<file path="src/supervisor_pkg.sv">
package supervisor_pkg;
   // clock and timing
   localparam int CLK_HZ = 50_000_000;
   localparam int CLK_NS = 20;
   localparam int RST_SHORT_US = 750;
   localparam int RST_LONG_MS = 200;
   localparam int WD_INT_MS = 1600;
   localparam int FILT_NS = 1000;
   localparam int FILT_CYC = (FILT_NS + CLK_NS - 1) / CLK_NS;
   localparam int FILT_W = 8;
   localparam logic [31:0] RST_SHORT_CYC = 32'(RST_SHORT_US * (CLK_HZ / 1_000_000));
   localparam logic [31:0] RST_LONG_CYC = 32'(RST_LONG_MS * (CLK_HZ / 1000));
   // watchdog windows in watchdog clock ticks, internal tick length in clock cycles
   localparam logic [15:0] WD_INT_LEN = 16'h2001;
   localparam logic [15:0] WD_EXT_LEN = 16'h0081;
   localparam logic [15:0] WD_INT_LOW = 16'(WD_INT_LEN / 16'h0020);
   localparam logic [15:0] WD_EXT_LOW = 16'h0005;
   localparam logic [31:0] WD_INT_TICK_CYC = 32'((WD_INT_MS * (CLK_HZ / 1000)) / int'(WD_INT_LEN));
   // timing select pin codes
   localparam logic [1:0] TSEL_OPEN = 2'h0;
   localparam logic [1:0] TSEL_PUMP = 2'h1;
   localparam logic [1:0] WSEL_GND = 2'h0;
   localparam logic [1:0] WSEL_BIAS = 2'h1;
   // synchroniser reset levels: kick idles high, every other pin low
   localparam logic [9:0] SYNC_IDLE = 10'h008;
   // apb map
   localparam int AW = 12;
   localparam logic [AW-1:0] ADDR_TMO_CAP = 12'h000;
   localparam logic [AW-1:0] ADDR_WD_CAP = 12'h004;
   localparam logic [AW-1:0] ADDR_STATUS = 12'h008;
   localparam logic [AW-1:0] ADDR_WD_COUNT = 12'h00c;
   localparam logic [31:0] TMO_CAP_RST = 32'h0000_c350;
   localparam logic [31:0] WD_CAP_RST = 32'h0000_2710;
   // status fields
   localparam int ST_RST_BIT = 0;
   localparam int ST_UVLO_BIT = 1;
   localparam int ST_SENSE_BIT = 2;
   localparam int ST_PUMP_BIT = 3;
   localparam int ST_EARLY_BIT = 4;
   localparam int ST_MISS_BIT = 5;
   localparam int ST_WDON_BIT = 6;
   typedef enum logic [1:0] {SV_HOLD, SV_TIMEOUT, SV_RUN} sv_state_t;
endpackage : supervisor_pkg

</file>
<file path="src/reset_supervisor.sv">
// How it works
// - reset pulled low while sense is below threshold or pump is out of regulation
// - reset held one full timeout after sense and pump both become good
// - at timeout end the pull-down turns off, pin left floating
// - timeout is short when open, long when tied to pump, else programmed
// - sense and pump flags must stay stable before they are believed
// - lockout holds reset, ignores sense and pump, timeout waits for its end
// - early kick or missing kick forces reset for one timeout
// - after a watchdog reset the watchdog count restarts at zero
// - watchdog count stays clear while reset is asserted, runs after release
// - upper bound lies one watchdog tick before the end of reset time
// - internal watchdog reset time spans 8193 ticks
// - internal lower bound is reset time divided by 32
// - external reset time spans 129 ticks, upper bound at 128
// - external lower bound is five ticks into the count
// - watchdog select picks programmed period, internal period, or disables it
// - both power-good pins low when both enables low or in lockout
// - else each power-good low outside its window, floating inside it
//
// Decided for this implementation: the register offsets and the APB slave port.
module reset_supervisor
   import supervisor_pkg::*;
#(
   parameter logic [31:0] RST_SHORT = supervisor_pkg::RST_SHORT_CYC,
   parameter logic [31:0] RST_LONG = supervisor_pkg::RST_LONG_CYC,
   parameter logic [31:0] WD_INT_TICK = supervisor_pkg::WD_INT_TICK_CYC
)
(
   // clock and reset
   input wire logic MCLK,
   input wire logic RESET_N,
   // apb slave
   input wire logic PSEL,
   input wire logic PENABLE,
   input wire logic PWRITE,
   input wire logic [supervisor_pkg::AW-1:0] PADDR,
   input wire logic [31:0] PWDATA,
   output logic [31:0] PRDATA,
   output logic PREADY,
   output logic PSLVERR,
   // monitored flags and pins
   input wire logic RESET_SENSE_INPUT,
   input wire logic PUMP_IN_REG,
   input wire logic UVLO,
   input wire logic WATCHDOG_KICK,
   input wire logic LOW_RAIL_ENABLE,
   input wire logic HIGH_RAIL_ENABLE,
   input wire logic LOW_RAIL_OV,
   input wire logic LOW_RAIL_UV,
   input wire logic HIGH_RAIL_OV,
   input wire logic HIGH_RAIL_UV,
   input wire logic [1:0] RESET_TIMING_SELECT,
   input wire logic [1:0] WATCHDOG_TIMING_SELECT,
   // open-drain outputs
   output logic SUP_RESET_N_O,
   output logic SUP_RESET_N_OE,
   output logic LOW_RAIL_POWER_GOOD_O,
   output logic LOW_RAIL_POWER_GOOD_OE,
   output logic HIGH_RAIL_POWER_GOOD_O,
   output logic HIGH_RAIL_POWER_GOOD_OE
);
   import supervisor_pkg::*;

   ////////////////////////////////////////////////////////////////////////////////
   // input synchronisers
   logic [9:0] raw_in;
   logic [9:0] sync1_ff;
   logic [9:0] sync2_ff;
   assign raw_in = {HIGH_RAIL_UV, HIGH_RAIL_OV, LOW_RAIL_UV, LOW_RAIL_OV, HIGH_RAIL_ENABLE,
                    LOW_RAIL_ENABLE, WATCHDOG_KICK, UVLO, PUMP_IN_REG, RESET_SENSE_INPUT};
   genvar gi;
   generate
      for (gi = 0; gi < 10; gi++)
      begin : g_sync
         always_ff @(posedge MCLK)
         begin
            // idle levels in reset, so leaving reset shows no false kick edge
            sync1_ff[gi] <= RESET_N ? raw_in[gi] : SYNC_IDLE[gi];
            sync2_ff[gi] <= RESET_N ? sync1_ff[gi] : SYNC_IDLE[gi];
         end
      end
   endgenerate
   wire uvlo_s = sync2_ff[2];
   wire kick_s = sync2_ff[3];
   wire shut_s = !sync2_ff[4] && !sync2_ff[5];

   ////////////////////////////////////////////////////////////////////////////////
   // glitch filter on sense and pump
   logic [1:0] filt_ff;
   logic [FILT_W-1:0] fcnt_ff [2];
   generate
      for (gi = 0; gi < 2; gi++)
      begin : g_filt
         wire differ = sync2_ff[gi] != filt_ff[gi];
         wire done = fcnt_ff[gi] == FILT_W'(FILT_CYC - 1);
         always_ff @(posedge MCLK)
         begin
            if (!RESET_N)
            begin
               filt_ff[gi] <= 1'b0;
               fcnt_ff[gi] <= '0;
            end
            else
            begin
               fcnt_ff[gi] <= (differ && !done) ? fcnt_ff[gi] + 1'b1 : '0;
               if (differ && done)
                  filt_ff[gi] <= sync2_ff[gi];
            end
         end
      end
   endgenerate
   // lockout masks sense and pump entirely
   wire cond_ok = filt_ff[0] && filt_ff[1] && !uvlo_s;

   ////////////////////////////////////////////////////////////////////////////////
   // registers
   logic [31:0] tmo_cap_ff;
   logic [31:0] wd_cap_ff;
   logic early_ff;
   logic miss_ff;
   logic [31:0] prdata_ff;
   wire setup = PSEL && !PENABLE;
   wire access = PSEL && PENABLE;
   wire hit_tmo = PADDR == ADDR_TMO_CAP;
   wire hit_wd = PADDR == ADDR_WD_CAP;
   wire hit_st = PADDR == ADDR_STATUS;
   wire hit_cnt = PADDR == ADDR_WD_COUNT;
   wire mapped = hit_tmo || hit_wd || hit_st || hit_cnt;
   wire wr = access && PWRITE;

   ////////////////////////////////////////////////////////////////////////////////
   // supervisor state
   sv_state_t state_ff;
   sv_state_t nxt_state;
   logic [31:0] tmo_cnt_ff;
   logic rst_pull_ff;
   logic [15:0] wd_cnt_ff;
   logic [31:0] div_ff;
   // capacitor count of zero would never expire, so it is clamped
   wire [31:0] tmo_cap_len = (tmo_cap_ff == 32'h0) ? 32'h1 : tmo_cap_ff;
   wire [31:0] tmo_len = (RESET_TIMING_SELECT == TSEL_OPEN) ? RST_SHORT :
                         (RESET_TIMING_SELECT == TSEL_PUMP) ? RST_LONG : tmo_cap_len;
   wire tmo_done = tmo_cnt_ff >= tmo_len - 32'h1;
   wire wd_on = WATCHDOG_TIMING_SELECT != WSEL_GND;
   wire wd_int = WATCHDOG_TIMING_SELECT == WSEL_BIAS;
   wire [31:0] wd_cap_len = (wd_cap_ff == 32'h0) ? 32'h1 : wd_cap_ff;
   wire [31:0] tick_len = wd_int ? WD_INT_TICK : wd_cap_len;
   wire [15:0] wd_len = wd_int ? WD_INT_LEN : WD_EXT_LEN;
   wire [15:0] wd_low = wd_int ? WD_INT_LOW : WD_EXT_LOW;
   wire [15:0] wd_upper = wd_len - 16'h1;
   wire tick = div_ff >= tick_len - 32'h1;
   logic kick_d_ff;
   // falling edge of the kick, as the controller is expected to space them
   wire kick_fall = kick_d_ff && !kick_s;
   wire running = state_ff == SV_RUN && wd_on;
   wire wd_early = running && kick_fall && wd_cnt_ff < wd_low;
   wire wd_miss = running && !kick_fall && wd_cnt_ff >= wd_upper;
   wire wd_fault = wd_early || wd_miss;

   always_comb
   begin
      nxt_state = state_ff;
      case (state_ff)
         SV_HOLD:
            if (cond_ok)
               nxt_state = SV_TIMEOUT;
         SV_TIMEOUT:
            if (!cond_ok)
               nxt_state = SV_HOLD;
            else if (tmo_done)
               nxt_state = SV_RUN;
         SV_RUN:
            if (!cond_ok)
               nxt_state = SV_HOLD;
            else if (wd_fault)
               nxt_state = SV_TIMEOUT;
         default:
            nxt_state = SV_HOLD;
      endcase
   end

   always_ff @(posedge MCLK)
   begin
      if (!RESET_N)
      begin
         state_ff <= SV_HOLD;
         tmo_cnt_ff <= '0;
         rst_pull_ff <= 1'b1;
         kick_d_ff <= 1'b1;
      end
      else
      begin
         state_ff <= nxt_state;
         tmo_cnt_ff <= (nxt_state == SV_TIMEOUT && state_ff == SV_TIMEOUT) ? tmo_cnt_ff + 32'h1 : '0;
         rst_pull_ff <= nxt_state != SV_RUN;
         kick_d_ff <= kick_s;
      end
   end

   // watchdog clock divider and window counter, cleared outside run
   always_ff @(posedge MCLK)
   begin
      if (!RESET_N || !running || wd_fault || kick_fall)
      begin
         wd_cnt_ff <= '0;
         div_ff <= '0;
      end
      else
      begin
         div_ff <= tick ? '0 : div_ff + 32'h1;
         if (tick)
            wd_cnt_ff <= wd_cnt_ff + 16'h1;
      end
   end

   ////////////////////////////////////////////////////////////////////////////////
   // apb slave
   wire [31:0] status = {25'h0, wd_on, miss_ff, early_ff, filt_ff[1], filt_ff[0], uvlo_s, rst_pull_ff};
   wire [31:0] rd_mux = hit_tmo ? tmo_cap_ff : hit_wd ? wd_cap_ff : hit_st ? status :
                        hit_cnt ? {16'h0, wd_cnt_ff} : 32'h0;
   always_ff @(posedge MCLK)
   begin
      if (!RESET_N)
      begin
         tmo_cap_ff <= TMO_CAP_RST;
         wd_cap_ff <= WD_CAP_RST;
         early_ff <= 1'b0;
         miss_ff <= 1'b0;
         prdata_ff <= '0;
      end
      else
      begin
         if (wr && hit_tmo)
            tmo_cap_ff <= PWDATA;
         if (wr && hit_wd)
            wd_cap_ff <= PWDATA;
         // hardware set wins over a write-one clear in the same cycle
         early_ff <= wd_early || (early_ff && !(wr && hit_st && PWDATA[ST_EARLY_BIT]));
         miss_ff <= wd_miss || (miss_ff && !(wr && hit_st && PWDATA[ST_MISS_BIT]));
         if (setup && !PWRITE)
            prdata_ff <= rd_mux;
      end
   end
   assign PRDATA = prdata_ff;
   assign PREADY = 1'b1;
   assign PSLVERR = access && !mapped;

   ////////////////////////////////////////////////////////////////////////////////
   // open-drain pins
   wire pg_force = shut_s || uvlo_s;
   assign SUP_RESET_N_O = 1'b0;
   assign SUP_RESET_N_OE = rst_pull_ff;
   assign LOW_RAIL_POWER_GOOD_O = 1'b0;
   assign LOW_RAIL_POWER_GOOD_OE = pg_force || sync2_ff[6] || sync2_ff[7];
   assign HIGH_RAIL_POWER_GOOD_O = 1'b0;
   assign HIGH_RAIL_POWER_GOOD_OE = pg_force || sync2_ff[8] || sync2_ff[9];
endmodule : reset_supervisor

</file>
<file path="config.mk">
export PLATFORM = sky130hd
export DESIGN_NAME = reset_supervisor
export DESIGN_NICKNAME = d
export VERILOG_FILES = /design/src/supervisor_pkg.sv /design/src/reset_supervisor.sv
export SDC_FILE = /design/constraint.sdc
export NUM_CORES = 1
export LEC_CHECK = 0
export ABC_AREA = 1
export BUFFER_PORTS_ARGS = -buffer_cell sky130_fd_sc_hd__buf_2
export CAP_MARGIN = 20
export CORE_MARGIN = 2
export CORE_UTILIZATION = 41
export DETAILED_ROUTE_END_ITERATION = 8
export HOLD_SLACK_MARGIN = 0.08
export PLACE_DENSITY_LB_ADDON = 0.25
export SLEW_MARGIN = 20
export SYNTH_ARGS = -nofsm -noshare
export SYNTH_HDL_FRONTEND = slang
export SYNTH_SLANG_ARGS = --single-unit
</file>
<file path="constraint.sdc">
create_clock -name MCLK -period 5.55 [get_ports MCLK]
set_input_delay 1.11 -clock MCLK [delete_from_list [all_inputs] [get_ports MCLK]]
set_output_delay 1.11 -clock MCLK [all_outputs]
set_load 0.05 [all_outputs]
</file>
==> impl_metrics.toml <==
[run_status]
run_status = "finished clean"

[cts]
postCtsResizedCells = 0
clk_latency_ns = 0.53
clock_buffers_created_by_tritoncts = 26
cts-htree-levels = 1
ctsLongestPathBuffers = 3
hold_buffers = 0
clkSinkCount = 220
clock-root-buffer = "clkbuf_16"
post_cts_buffers = 0
cts_tree = "done"
clkTransAtPathRegs_ns = 0.06

[routing]
viasPerCell = 5.119
drt_pass1_iterations = 7
detail_route.iter0.violations = 821
detail_route.wl_per_cell_um = 14.86
vias = 12097
drc_errors = 0
total_length_of_routed_wires_um = 35110
route.antenna.remaining_nets = 0

[synthesis]
synthesis.instances = 1858
yosys_reg_bits = 220
synth.top_cell.area_share_pct = 33.31
most_frequent_cell_after_synthesis = "nand2_1"
ys_types = 55
synth-async-reset-ratio_pct = 0
post-synth-top-area-cell = "dfxtp_1"
synth-seq-area-share_pct = 33.31
post_synth_most_frequent_cells = "nand2_1 (314), inv_1 (269), dfxtp_1 (220)"
syn_area_um2 = 13220
synthesis.area_per_instance_um2 = 7.117
ys.flop_type = "dfxtp_1"
yosys-top-cells-area = "dfxtp_1 (33%), nand2_1 (8.9%), inv_1 (7.6%)"
synth_enable_flop_cells = 0
ys_warn_count = 0

[timing]
rsz0062_at_grt = "false"
final-hold-violation-count = 0
timing.setup.tns_ns = 0
worst_clock_skew_ns = 0.009608
final_min_period_over_clock_period_pct = 77.68
final_report_setup_violation_count = 0
timing_worst_slew_pin_value_ns = 1.023
slew_headroom_pct = 31.54
max_freq_ghz = 0.2319
layout_min_cycle_time_ns = 4.311
report.final.slew_viol_count = 0

[floorplanning]
chipHeight_um = 183.6
floorplan.die.width_um = 183.6
ioPinCount = 103
core_area_um2 = 31640
die_area_um2 = 33700
start_util_pct = 41.80
rows = 65

[place]
place.port_buffers = 98
place.gp.congestion = 0.8692
dp_hpwl_um = 26930
numPlacedInstances = 2310

[global_routing]
grt_pass1_vias = 11362
antenna_violations_before_repair = 5
global_route_wire_length_before_repair_um = 56460
overflow = 0
largest_net_degree_at_the_start_of_global_routing = 113
groute.usage.overall_pct = 20.49

[cells_and_area]
flow.area_growth_from_synthesis_pct = 12.46
final_nets = 2077
final_layout_size_suffix_gt1_share_pct = 11.81
final_util_pct = 47.00
finish.cell_count_without_fillers = 2363

[power]
power.static_leakage_nw = 6.550
p_clk_share_pct = 48.5
power_frac_seq_pct = 45.4
p_sw_uw = 852.2
power_mw = 3.536
share_comb_of_total_power_pct = 6.1
power_density_relative_to_cell_area_nw_per_um2 = 237.8
largest_voltage_drop_on_the_vdd_net_uv = 193.9
cellInternalPower_mw = 2.684
netSwitchingFraction_pct = 24.10

[setup_path]
reg2regPathDepth = 25
worst-path-stages = 24
critical_path_arrival_ns = 4.74
timing.critical_path.fanout_max = 22
critical_path_top_delay_cell = "ha_1"
crit_path_end_kind = "flop"
crit_path_max_incr_delay_ns = 0.28
startpoint_class_of_the_critical_path = "input port"
criticalPathCategory = "input port to flop"
worstPathCellList = "buf_2 > inv_1 > nor2_4 > inv_6 > nand2_1 > buf_4 > ha_1 > nand3_1 > nor2_4 > nand4_4 > nor3_4 > nand4_1 > xor2_1 > ha_1 > nand2_1 > nor2_1 > nand4_1 > nor2_1 > nand4_1 > nand3_1 > buf_4 > inv_1 > o21ai_0 > nor2_1"
timing.critical_path.max_delay_family = "simple AND/OR/NAND/NOR gates"
cp_data_required_time_ns = 5.98
wp_buf_inv = 6

[min_path]
hp-class = "flop to flop"
hold_path_depth = 2

[run]
max_cap_violations = 0
==> path summary, 6_finish.rpt <==
kind                                     to  slack [ns]                       from
hold / removal       sync2_ff[0]$_SDFF_PN0_        0.41     sync1_ff[0]$_SDFF_PN0_
setup reg to reg  wd_cnt_ff[5]$_SDFFE_PP0P_        1.30  wd_cap_ff[2]$_SDFFE_PN0P_
setup / recovery  wd_cnt_ff[5]$_SDFFE_PP0P_        1.24  WATCHDOG_TIMING_SELECT[0]
hold reg to reg      sync2_ff[0]$_SDFF_PN0_        0.41     sync1_ff[0]$_SDFF_PN0_
==> registers in the layout, indices dropped and copies added, names as in the netlist <==
| register | flops |
|---|---|
| SUP_RESET_N_OE | 1 |
| miss_ff | 1 |
| wd_cap_ff | 32 |
| div_ff | 32 |
| tmo_cnt_ff | 32 |
| kick_s | 1 |
| fcnt_ff | 16 |
| kick_d_ff | 1 |
| sync1_ff | 10 |
| filt_ff | 2 |
| wd_cnt_ff | 16 |
| uvlo_s | 1 |
| tmo_cap_ff | 32 |
| state_ff | 2 |
| early_ff | 1 |
| PRDATA | 32 |
| sync2_ff | 8 |
==> cell type report <==
type	instances	area [um^2]
diodes	5	12.51
clock buffers	35	735.7
clock inverters	13	132.6
fillers	3211	16770
inverters	279	1052
multi-input cells	1303	7477
flip-flops and latches	220	4404
well taps	402	503.0
repair buffers	106	553.0
==> routing by layer <==
| layer | vias up | GRT usage [%] | share of wire [%] | routed length [um] |
|---|---|---|---|---|
| li1 | 6265 | - | - | - |
| met1 | 5513 | 26.58 | 46 | 16180 |
| met2 | 246 | 34.69 | 46 | 16320 |
| met3 | 73 | 2.239 | 3.6 | 1265 |
| met4 | 0 | 8.416 | 3.8 | 1348 |
| met5 | - | 0 | 0 | 0 |
==> worst min-delay path, cell delays in order, from the launching register on <==
cell     delay, ns
dfxtp_1       0.30
nand2_1       0.05
inv_1         0.04
==> layout by cell type (no fill, tap or decap), types with 6 or more instances in the layout <==
cell / netlist / final
or2_2: 6 / 6
nor2_1: 208 / 208
o21ai_0: 96 / 96
o221ai_1: 17 / 17
nand3b_1: 6 / 6
nand2_2: 9 / 11
inv_1: 269 / 269
nor3_1: 59 / 58
nand2_1: 314 / 312
a31oi_1: 11 / 11
o22ai_1: 9 / 9
nor4_1: 13 / 13
nand4_1: 47 / 47
nand3_1: 87 / 87
ha_1: 78 / 78
buf_2: 4 / 97
nor2_4: 10 / 10
o31ai_1: 6 / 6
inv_2: 8 / 8
nor2_2: 15 / 15
a21oi_1: 116 / 116
nor3_2: 7 / 8
dfxtp_1: 220 / 220
o211ai_1: 31 / 31
buf_4: 4 / 9
xor2_1: 74 / 74
nand3_2: 6 / 6
clkbuf_16: 0 / 27
xnor2_1: 27 / 27
nor3b_1: 17 / 17
==> cells by family after synthesis <==
kind of cell	count (synthesis)	share of synthesized area [%]
AOI/OAI and AO/OA	298	12.87
xor gates and xnor gates	101	6.690
adders and majority gates	78	7.381
buffers and inverters	338	10.30
DFF	220	33.31
other	2	0.05680
and+or+nand+nor	821	29.39
==> metrics by stage <==
step           hold slack, ns  cell area [um^2]  setup slack [ns]
6_report               0.4123             14870             1.239
5_1_grt                0.4336             14870            0.6996
4_1_cts                0.4134             14860             1.223
3_5_place_dp           0.4001             13990            0.6413
3_3_place_gp           0.3971             13990            0.8076
2_1_floorplan          0.3905             13230             1.068
==> power by group through the flow <==
| stage | Clock (mW) | Combinational (mW) | Sequential, mW |
|---|---|---|---|
| finish | 1.71 | 0.217 | 1.60 |
| detailed placement | 0 | 0.216 | 1.64 |
| global route | 1.81 | 0.240 | 1.60 |
| floorplan | 0 | 0.125 | 1.67 |
| CTS | 1.75 | 0.218 | 1.60 |
| global placement | 0 | 0.214 | 1.64 |
No activity file was read; power rests on OpenSTA's default activity.
